$ cat config.mk
export PLATFORM = sky130hd
export DESIGN_NAME = emp_external_port
export DESIGN_NICKNAME = d
export VERILOG_FILES = /design/src/hw/emp_pkg.sv /design/src/hw/emp_external_port.sv
export VERILOG_INCLUDE_DIRS = /design/src /design/src/hw
export SDC_FILE = /design/constraint.sdc
export NUM_CORES = 1
export LEC_CHECK = 0
export ABC_AREA = 1
export BUFFER_PORTS_ARGS = -buffer_cell sky130_fd_sc_hd__buf_2
export CORE_MARGIN = 2
export CORE_UTILIZATION = 40
export DETAILED_ROUTE_END_ITERATION = 10
export PLACE_DENSITY = 0.74
export SLEW_MARGIN = 30
export SYNTH_ARGS = -nofsm -noshare
export SYNTH_HDL_FRONTEND = slang
export SYNTH_SLANG_ARGS = --single-unit
$ cat constraint.sdc
create_clock -name clk_in -period 2.75 [get_ports clk_in]
set_clock_uncertainty 0.2 [all_clocks]
set_input_delay 0.55 -clock clk_in [delete_from_list [all_inputs] [get_ports clk_in]]
set_output_delay 0.55 -clock clk_in [all_outputs]
set_load 0.05 [all_outputs]
$ cat src/hw/emp_map.svh
/*
 * Constants of the external memory port: widths, bank decode, memory
 * type codes and SDRAM timing counts. Assumes a 100 MHz core clock.
 */
// Overview of operation
// - program, data, io buses share one external bus
// - every external access moves one 32-bit word
// - packed instruction fetch reads two consecutive words
// - link lines add sixteen data bits when free
// - async, sync single and sync burst accesses
// - high address bits decoded into bank selects
// - programmable wait states, acknowledge stretches further
// - SDRAM runs at full or half clock
// - standard SDRAM densities driven without glue
// - any or all four banks may be SDRAM
// - optional pipelined SDRAM address and control
// - 24-bit address: 16M words, 4M words per bank
`ifndef EMP_MAP_SVH
`define EMP_MAP_SVH
`define EMP_ADDR_W 24
`define EMP_DATA_W 32
`define EMP_EXTRA_W 16
`define EMP_INSTR_W 48
`define EMP_BANKS 4
`define EMP_BANK_MSB 23
`define EMP_BANK_LSB 22
`define EMP_WS_W 5
`define EMP_CNT_W 6
`define EMP_MT_ASYNC 2'h0
`define EMP_MT_SYNC 2'h1
`define EMP_MT_BURST 2'h2
`define EMP_MT_SDRAM 2'h3
`define EMP_COL_W 10
`define EMP_TRCD_CYC 2
`define EMP_CAS_LAT 2
`define EMP_SYNC_LAT 2
`define EMP_CMD_NOP 3'h7
`define EMP_CMD_ACT 3'h3
`define EMP_CMD_RD 3'h5
`define EMP_CMD_WR 3'h4
`define EMP_CMD_PRE 3'h2
`endif

$ cat src/hw/emp_pkg.sv
/*
 * Types of the external memory port.
 * Assumes emp_map.svh is on the include path.
 */
`include "emp_map.svh"
package emp_pkg;
    typedef logic [`EMP_ADDR_W-1:0] emp_addr_t;
    typedef logic [`EMP_DATA_W-1:0] emp_word_t;
    typedef logic [`EMP_INSTR_W-1:0] emp_instr_t;
    typedef enum logic [3:0] {
        EMP_IDLE, EMP_ADDR, EMP_WAIT, EMP_ACKW,
        EMP_SD_ACT, EMP_SD_CAS, EMP_SD_DATA, EMP_SD_PRE, EMP_DONE
    } emp_state_e;
endpackage

$ cat src/hw/emp_external_port.sv
/*
 * External memory port: arbitrates the program, data and io buses onto
 * one external bus for SRAM, burst SRAM and SDRAM.
 * Assumes static configuration and requests held until their ack.
 */
`timescale 1ns/10ps
`default_nettype none
`include "emp_map.svh"
module emp_external_port
    import emp_pkg::*;
(
    input wire logic clk_in, // core clock
    input wire logic srst_in, // sync reset, high
    input wire logic pm_req_in, // program_memory_bus request
    input wire logic pm_we_in, // program_memory_bus write
    input wire logic pm_fetch_in, // instruction fetch
    input wire emp_addr_t pm_addr_in, // program_memory_bus address
    input wire emp_word_t pm_wdata_in, // program_memory_bus write data
    output logic pm_ack_out, // program_memory_bus done pulse
    input wire logic dm_req_in, // data_memory_bus request
    input wire logic dm_we_in, // data_memory_bus write
    input wire emp_addr_t dm_addr_in, // data_memory_bus address
    input wire emp_word_t dm_wdata_in, // data_memory_bus write data
    output logic dm_ack_out, // data_memory_bus done pulse
    input wire logic io_req_in, // io bus request
    input wire logic io_we_in, // io bus write
    input wire emp_addr_t io_addr_in, // io bus address
    input wire emp_word_t io_wdata_in, // io bus write data
    output logic io_ack_out, // io bus done pulse
    output emp_instr_t rdata_out, // read data, valid with ack
    input wire logic [2*`EMP_BANKS-1:0] bank_type_in, // 2-bit type per bank
    input wire logic [`EMP_WS_W-1:0] wait_states_in, // async wait states
    input wire logic extra_lines_en_in, // link ports off, extra lines in use
    input wire logic sd_half_rate_in, // SDRAM at half clock
    input wire logic sd_pipe_en_in, // pipelined SDRAM addr/control
    output logic [`EMP_ADDR_W-1:0] ext_addr_out, // external address
    input wire logic [`EMP_DATA_W-1:0] ext_data_in, // data pins in
    output logic [`EMP_DATA_W-1:0] ext_data_out, // data pins out
    output logic ext_data_oe_out, // data pins driven
    input wire logic [`EMP_EXTRA_W-1:0] extra_low_data_lines_in, // link lines
    output logic [`EMP_BANKS-1:0] bank_sel_n_out, // bank selects, low
    output logic rd_n_out, // read strobe, low
    output logic wr_n_out, // write strobe, low
    input wire logic ack_in, // external acknowledge, high ready
    output logic sd_ras_n_out, // SDRAM ras, low
    output logic sd_cas_n_out, // SDRAM cas, low
    output logic sd_we_n_out, // SDRAM we, low
    output logic sd_tick_out // SDRAM transfer enable
);
    // ************************************************************
    // pin synchronisers
    // ************************************************************
    logic ack_s1_reg, ack_s2_reg;
    logic [`EMP_DATA_W-1:0] dat_s1_reg, dat_s2_reg;
    logic [`EMP_EXTRA_W-1:0] ext_s1_reg, ext_s2_reg;
    always_ff @(posedge clk_in) begin
        if (srst_in) begin
            ack_s1_reg <= 1'b0;
            ack_s2_reg <= 1'b0;
            dat_s1_reg <= '0;
            dat_s2_reg <= '0;
            ext_s1_reg <= '0;
            ext_s2_reg <= '0;
        end else begin
            ack_s1_reg <= ack_in;
            ack_s2_reg <= ack_s1_reg;
            dat_s1_reg <= ext_data_in;
            dat_s2_reg <= dat_s1_reg;
            ext_s1_reg <= extra_low_data_lines_in;
            ext_s2_reg <= ext_s1_reg;
        end
    end

    // ************************************************************
    // SDRAM rate enable
    // ************************************************************
    logic half_reg;
    logic tick;
    always_ff @(posedge clk_in) begin
        if (srst_in) begin
            half_reg <= 1'b0;
        end else begin
            half_reg <= ~half_reg;
        end
    end
    assign tick = sd_half_rate_in ? half_reg : 1'b1;
    assign sd_tick_out = tick;

    // ************************************************************
    // access sequencer
    // ************************************************************
    emp_state_e state_reg;
    emp_addr_t addr_reg;
    emp_word_t wdata_reg;
    emp_instr_t rdata_reg;
    logic we_reg, packed_reg, wide_reg, word_reg;
    logic [1:0] grant_reg;
    logic [1:0] mtype_reg;
    logic [`EMP_CNT_W-1:0] cnt_reg;
    logic [2:0] cmd_reg;
    logic [`EMP_ADDR_W-1:0] pin_addr_reg;
    logic [`EMP_BANKS-1:0] bsel_n_reg;
    logic rd_n_reg, wr_n_reg, oe_reg;
    logic [2:0] done_reg;
    logic [1:0] bank;

    // top address bits pick the bank; SRAM accesses drive the whole address onto the pins
    assign bank = addr_reg[`EMP_BANK_MSB:`EMP_BANK_LSB];

    always_ff @(posedge clk_in) begin
        if (srst_in) begin
            state_reg <= EMP_IDLE;
            addr_reg <= '0;
            wdata_reg <= '0;
            rdata_reg <= '0;
            we_reg <= 1'b0;
            packed_reg <= 1'b0;
            wide_reg <= 1'b0;
            word_reg <= 1'b0;
            grant_reg <= 2'h0;
            mtype_reg <= `EMP_MT_ASYNC;
            cnt_reg <= '0;
            cmd_reg <= `EMP_CMD_NOP;
            pin_addr_reg <= '0;
            bsel_n_reg <= '1;
            rd_n_reg <= 1'b1;
            wr_n_reg <= 1'b1;
            oe_reg <= 1'b0;
            done_reg <= 3'h0;
        end else begin
            done_reg <= 3'h0;
            unique case (state_reg)
                EMP_IDLE: begin
                    // fixed priority: data, then program, then io
                    if (dm_req_in || pm_req_in || io_req_in) begin
                        packed_reg <= 1'b0;
                        wide_reg <= 1'b0;
                        if (dm_req_in) begin
                            grant_reg <= 2'h0;
                            addr_reg <= dm_addr_in;
                            we_reg <= dm_we_in;
                            wdata_reg <= dm_wdata_in;
                            mtype_reg <= bank_type_in[2*dm_addr_in[23:22] +: 2];
                        end else if (pm_req_in) begin
                            grant_reg <= 2'h1;
                            addr_reg <= pm_addr_in;
                            we_reg <= pm_we_in;
                            wdata_reg <= pm_wdata_in;
                            // instruction: two words, or one plus link lines
                            packed_reg <= pm_fetch_in && !pm_we_in && !extra_lines_en_in;
                            wide_reg <= pm_fetch_in && !pm_we_in && extra_lines_en_in;
                            mtype_reg <= bank_type_in[2*pm_addr_in[23:22] +: 2];
                        end else begin
                            grant_reg <= 2'h2;
                            addr_reg <= io_addr_in;
                            we_reg <= io_we_in;
                            wdata_reg <= io_wdata_in;
                            mtype_reg <= bank_type_in[2*io_addr_in[23:22] +: 2];
                        end
                        word_reg <= 1'b0;
                        rdata_reg <= '0;
                        state_reg <= EMP_ADDR;
                    end
                end
                EMP_ADDR: begin
                    pin_addr_reg <= addr_reg;
                    bsel_n_reg <= ~(`EMP_BANKS'(1) << bank);
                    oe_reg <= we_reg;
                    if (mtype_reg == `EMP_MT_SDRAM) begin
                        // upper twelve bits of the in-bank word address open the row
                        pin_addr_reg <= `EMP_ADDR_W'(addr_reg[`EMP_BANK_LSB-1:`EMP_COL_W]);
                        cmd_reg <= `EMP_CMD_ACT;
                        cnt_reg <= `EMP_CNT_W'(`EMP_TRCD_CYC);
                        state_reg <= EMP_SD_ACT;
                    end else begin
                        rd_n_reg <= we_reg;
                        wr_n_reg <= !we_reg;
                        // sync parts sample on the clock, no wait states
                        cnt_reg <= (mtype_reg == `EMP_MT_ASYNC) ?
                            `EMP_CNT_W'(wait_states_in) : '0;
                        state_reg <= EMP_WAIT;
                    end
                end
                EMP_WAIT: begin
                    if (cnt_reg != '0) begin
                        cnt_reg <= cnt_reg - 1'b1;
                    end else begin
                        state_reg <= EMP_ACKW;
                    end
                end
                EMP_ACKW: begin
                    // ack and data pass the same two stages, so they line up
                    if (ack_s2_reg) begin
                        if (word_reg) begin
                            rdata_reg[`EMP_INSTR_W-1:`EMP_DATA_W] <= dat_s2_reg[`EMP_EXTRA_W-1:0];
                        end else begin
                            rdata_reg[`EMP_DATA_W-1:0] <= dat_s2_reg;
                            if (wide_reg) begin
                                rdata_reg[`EMP_INSTR_W-1:`EMP_DATA_W] <= ext_s2_reg;
                            end
                        end
                        if (packed_reg && !word_reg) begin
                            word_reg <= 1'b1;
                            addr_reg <= addr_reg + 1'b1;
                            if (mtype_reg == `EMP_MT_BURST) begin
                                // burst part steps on with strobes held
                                pin_addr_reg <= addr_reg + 1'b1;
                                cnt_reg <= `EMP_CNT_W'(`EMP_SYNC_LAT);
                                state_reg <= EMP_WAIT;
                            end else begin
                                rd_n_reg <= 1'b1;
                                state_reg <= EMP_ADDR;
                            end
                        end else begin
                            rd_n_reg <= 1'b1;
                            wr_n_reg <= 1'b1;
                            oe_reg <= 1'b0;
                            bsel_n_reg <= '1;
                            state_reg <= EMP_DONE;
                        end
                    end
                end
                EMP_SD_ACT: begin
                    if (tick) begin
                        cmd_reg <= `EMP_CMD_NOP;
                        if (cnt_reg > `EMP_CNT_W'(1)) begin
                            cnt_reg <= cnt_reg - 1'b1;
                        end else begin
                            pin_addr_reg <= `EMP_ADDR_W'(addr_reg[`EMP_COL_W-1:0]);
                            cmd_reg <= we_reg ? `EMP_CMD_WR : `EMP_CMD_RD;
                            // pipelined outputs and pin stages delay the data
                            cnt_reg <= `EMP_CNT_W'(`EMP_CAS_LAT + `EMP_SYNC_LAT) +
                                `EMP_CNT_W'(sd_pipe_en_in);
                            state_reg <= we_reg ? EMP_SD_PRE : EMP_SD_CAS;
                        end
                    end
                end
                EMP_SD_CAS: begin
                    if (tick) begin
                        cmd_reg <= `EMP_CMD_NOP;
                        cnt_reg <= cnt_reg - 1'b1;
                        if (cnt_reg == `EMP_CNT_W'(1)) begin
                            state_reg <= EMP_SD_DATA;
                        end
                    end
                end
                EMP_SD_DATA: begin
                    if (word_reg) begin
                        rdata_reg[`EMP_INSTR_W-1:`EMP_DATA_W] <= dat_s2_reg[`EMP_EXTRA_W-1:0];
                    end else begin
                        rdata_reg[`EMP_DATA_W-1:0] <= dat_s2_reg;
                        if (wide_reg) begin
                            rdata_reg[`EMP_INSTR_W-1:`EMP_DATA_W] <= ext_s2_reg;
                        end
                    end
                    state_reg <= EMP_SD_PRE;
                end
                EMP_SD_PRE: begin
                    if (tick) begin
                        cmd_reg <= `EMP_CMD_PRE;
                        oe_reg <= 1'b0;
                        if (packed_reg && !word_reg) begin
                            word_reg <= 1'b1;
                            addr_reg <= addr_reg + 1'b1;
                            state_reg <= EMP_ADDR;
                        end else begin
                            state_reg <= EMP_DONE;
                            bsel_n_reg <= '1;
                        end
                    end
                end
                EMP_DONE: begin
                    if (tick) begin
                        cmd_reg <= `EMP_CMD_NOP;
                    end
                    done_reg <= 3'h1 << grant_reg;
                    state_reg <= EMP_IDLE;
                end
            endcase
        end
    end

    // ************************************************************
    // output stage
    // ************************************************************
    // one extra register lets board buffers sit before wide SDRAM arrays
    logic [2:0] cmd_p_reg;
    logic [`EMP_ADDR_W-1:0] addr_p_reg;
    always_ff @(posedge clk_in) begin
        if (srst_in) begin
            cmd_p_reg <= `EMP_CMD_NOP;
            addr_p_reg <= '0;
        end else begin
            cmd_p_reg <= cmd_reg;
            addr_p_reg <= pin_addr_reg;
        end
    end
    assign {sd_ras_n_out, sd_cas_n_out, sd_we_n_out} = sd_pipe_en_in ? cmd_p_reg : cmd_reg;
    assign ext_addr_out = sd_pipe_en_in ? addr_p_reg : pin_addr_reg;
    assign ext_data_out = wdata_reg;
    assign ext_data_oe_out = oe_reg;
    assign bank_sel_n_out = bsel_n_reg;
    assign rd_n_out = rd_n_reg;
    assign wr_n_out = wr_n_reg;
    assign rdata_out = rdata_reg;
    assign dm_ack_out = done_reg[0];
    assign pm_ack_out = done_reg[1];
    assign io_ack_out = done_reg[2];
endmodule
`default_nettype wire

==> metrics.txt <==
Mean Syn Cell Area 6.522 µm²; Die Ht 184.9 µm; Peak Freq 427.5 MHz; pin slew with the least headroom to its limit 0.7046 ns; period utilisation layout 85.07%; Mapped Area 13100 µm²; final-report max-slew violation count 0; fraction of layout cells with a size suffix above 1 19.69%; setup slack after layout 0.4106 ns; CTS tree done; I/O pins 360; CP Max Fanout 21; Hold Path Class in -> reg; CTS sink count 285; relative slew slack 53.03%; initial drt markers 1138; Cell Pwr Density 1090 nW/µm²; CTS clk-pin slew, worst paths 0.06 ns; Syn. warnings 0; P_leak 8.009 nW; hold buffers post-CTS 0; dpl cells 2736; crit end category register; DRC Markers 0; final core utilization 50.83%; Largest register FFs 48; Core ar. 32370 µm²; first-pass GRT wire length 65380 µm; CTS H-tree depth 2; post-synthesis register bit count 285; vias in the first global route 12710; WS Path Type reg -> reg; Final setup viols 0; critical path required time 2.97 ns; Post-Syn Instances 2008; Final Power 17.94 mW; Fin. Hold Viols 0; CTS Buffer Depth 3; # rows 66; fin nets 2576; gp weighted congestion 0.9327; setup bufs post-CTS 0; aggregate global routing overflow 0; hpwl dp 31000 µm; fin cells 2795; via count 13600; Resized cells post-CTS 0; initial antenna violation count 0; DIE AREA 34200 µm²; Area Overhead vs Synth 25.63%; drt wl/cell 15.09 µm; Post-synth EDFFs 0; status completed; vias per cell 4.866; pre-CTS WS 0.2347 ns; IO buf count 359; Clock Tree Root clkbuf_16; VDD IR max 0.0007322 V; post-route ant nets 0; Startpoint Class register; Net Count, Synth 2254; die width 184.9 µm; Netlist cell types 38; RSZ-0062 raised after global routing false; # fillers 3344; Post-synth top flop dfxtp_1; asr flop ratio synth 0%; WL final 42180 µm; Num CTS Buffers 34; total global-route track usage 24.09%; Tmin final 2.339 ns; CP arrival 2.56 ns; max-cap viol count 0; pin count of the biggest net entering global routing 150; Seq/Total Area, Yosys 43.57%; Clk Latency, worst-skew pair 0.53 ns; Pre-antenna DRT Iters 5; Initial Util 40.46%
final cells by class:
cell class | count | area (µm²) | area share, %
clock inverters | 10 | 153.9 | 0.9354
multi-input cells | 1353 | 5953 | 36.18
flip-flops and latches | 285 | 5705 | 34.68
well taps | 442 | 553.0 | 3.361
inverters | 268 | 1007 | 6.122
repair buffers | 388 | 2105 | 12.79
clock buffers | 48 | 973.4 | 5.916
diodes | 1 | 2.502 | 0.01521
metal layers:
metal / track usage (%) / part of all wire, %
met1: 30.34 / 42
met2: 41.65 / 48
met3: 3.441 / 6.1
met4: 9.175 / 3.3
met5: 0 / 0
where the power goes:
group / internal, mW / switching [mW] / leakage [nW]
Clock: 2.68 / 1.81 / 0.547
Sequential: 5.16 / 0.642 / 2.35
Combinational: 2.02 / 5.63 / 5.11
Total: 9.86 / 8.08 / 8.01
worst max-delay path: stages, from the launching register on:
cell and delay [ns]:
dfxtp_1 0.39, nor2_2 0.27, nand2_1 0.18, o21ai_2 0.13, inv_2 0.07, nand2_4 0.17
nand3_2 0.26, buf_4 0.30, o21ai_0 0.20, nor2_1 0.05
metrics by stage:
stage,hold WS [ns],setup TNS (ns),area [µm²]
after floorplan,0.1859,-0.3239,13100
after global placement,0.1895,0,15320
after detailed placement,0.1942,0,15320
after CTS,0.0008919,0,16450
after global routing,0.01599,0,16450
final,0.02312,0,16450
path summary, 6_finish.rpt:
kind,startpoint,to,slack (ns),cells after the start
setup / recovery,state_reg[3],rdata_out[11],0.41,9
hold / removal,ext_data_in[29],dat_s1_reg[29],0.02,3
hold reg to reg,ext_s1_reg[3],ext_s2_reg[3],0.19,2
setup reg to reg,state_reg[3],rdata_out[11],0.41,9
placed cells by master, fill, tap and decap left out, types with 2 or more instances in the layout:
cell type / synthesis / layout
ha_1: 4 / 4
buf_12: 0 / 7
clkinv_2: 0 / 4
inv_2: 3 / 3
xor2_1: 3 / 3
nor2_1: 408 / 405
nand3_1: 100 / 100
a21oi_1: 55 / 55
nor2_2: 2 / 3
o21ai_0: 176 / 166
clkbuf_8: 0 / 7
bufinv_16: 0 / 2
mux2_2: 2 / 2
buf_2: 25 / 358
o211ai_1: 6 / 6
clkinv_8: 0 / 2
nand2_1: 505 / 505
dfxtp_1: 285 / 285
clkbuf_1: 63 / 7
clkbuf_16: 0 / 34
nand2_2: 5 / 5
inv_1: 264 / 264
nor3_1: 7 / 7
a22oi_1: 3 / 3
a41oi_1: 32 / 32
nand2_4: 2 / 2
o21ai_1: 0 / 10
nor2_4: 2 / 4
buf_4: 3 / 23
nand4_1: 30 / 30
logic make-up after synthesis:
logic type | count (synthesis) | synth area share, %
buffers and inverters | 370 | 11.11
xor gates and xnor gates | 4 | 0.2676
muxes | 2 | 0.1720
and+or+nand+nor | 1065 | 32.60
AOI/OAI and AO/OA | 278 | 11.90
adders and majority gates | 4 | 0.3822
DFF | 285 | 43.57
synth_stat cells, drive strengths merged, types with 3 or more instances:
cell	count	area share, %
a41oi	32	2.1
o21ai	177	6.8
nand3	101	3.9
nand4	30	1.4
xor2	3	0.20
nor2	412	12
nor3	7	0.27
a21oi	56	2.2
inv	267	7.7
buf	38	1.6
a22oi	3	0.17
nand2	512	15
o211ai	6	0.34
dfxtp	285	44
clkbuf	64	1.8
ha	4	0.38
Power figures use the tool's default switching activity.
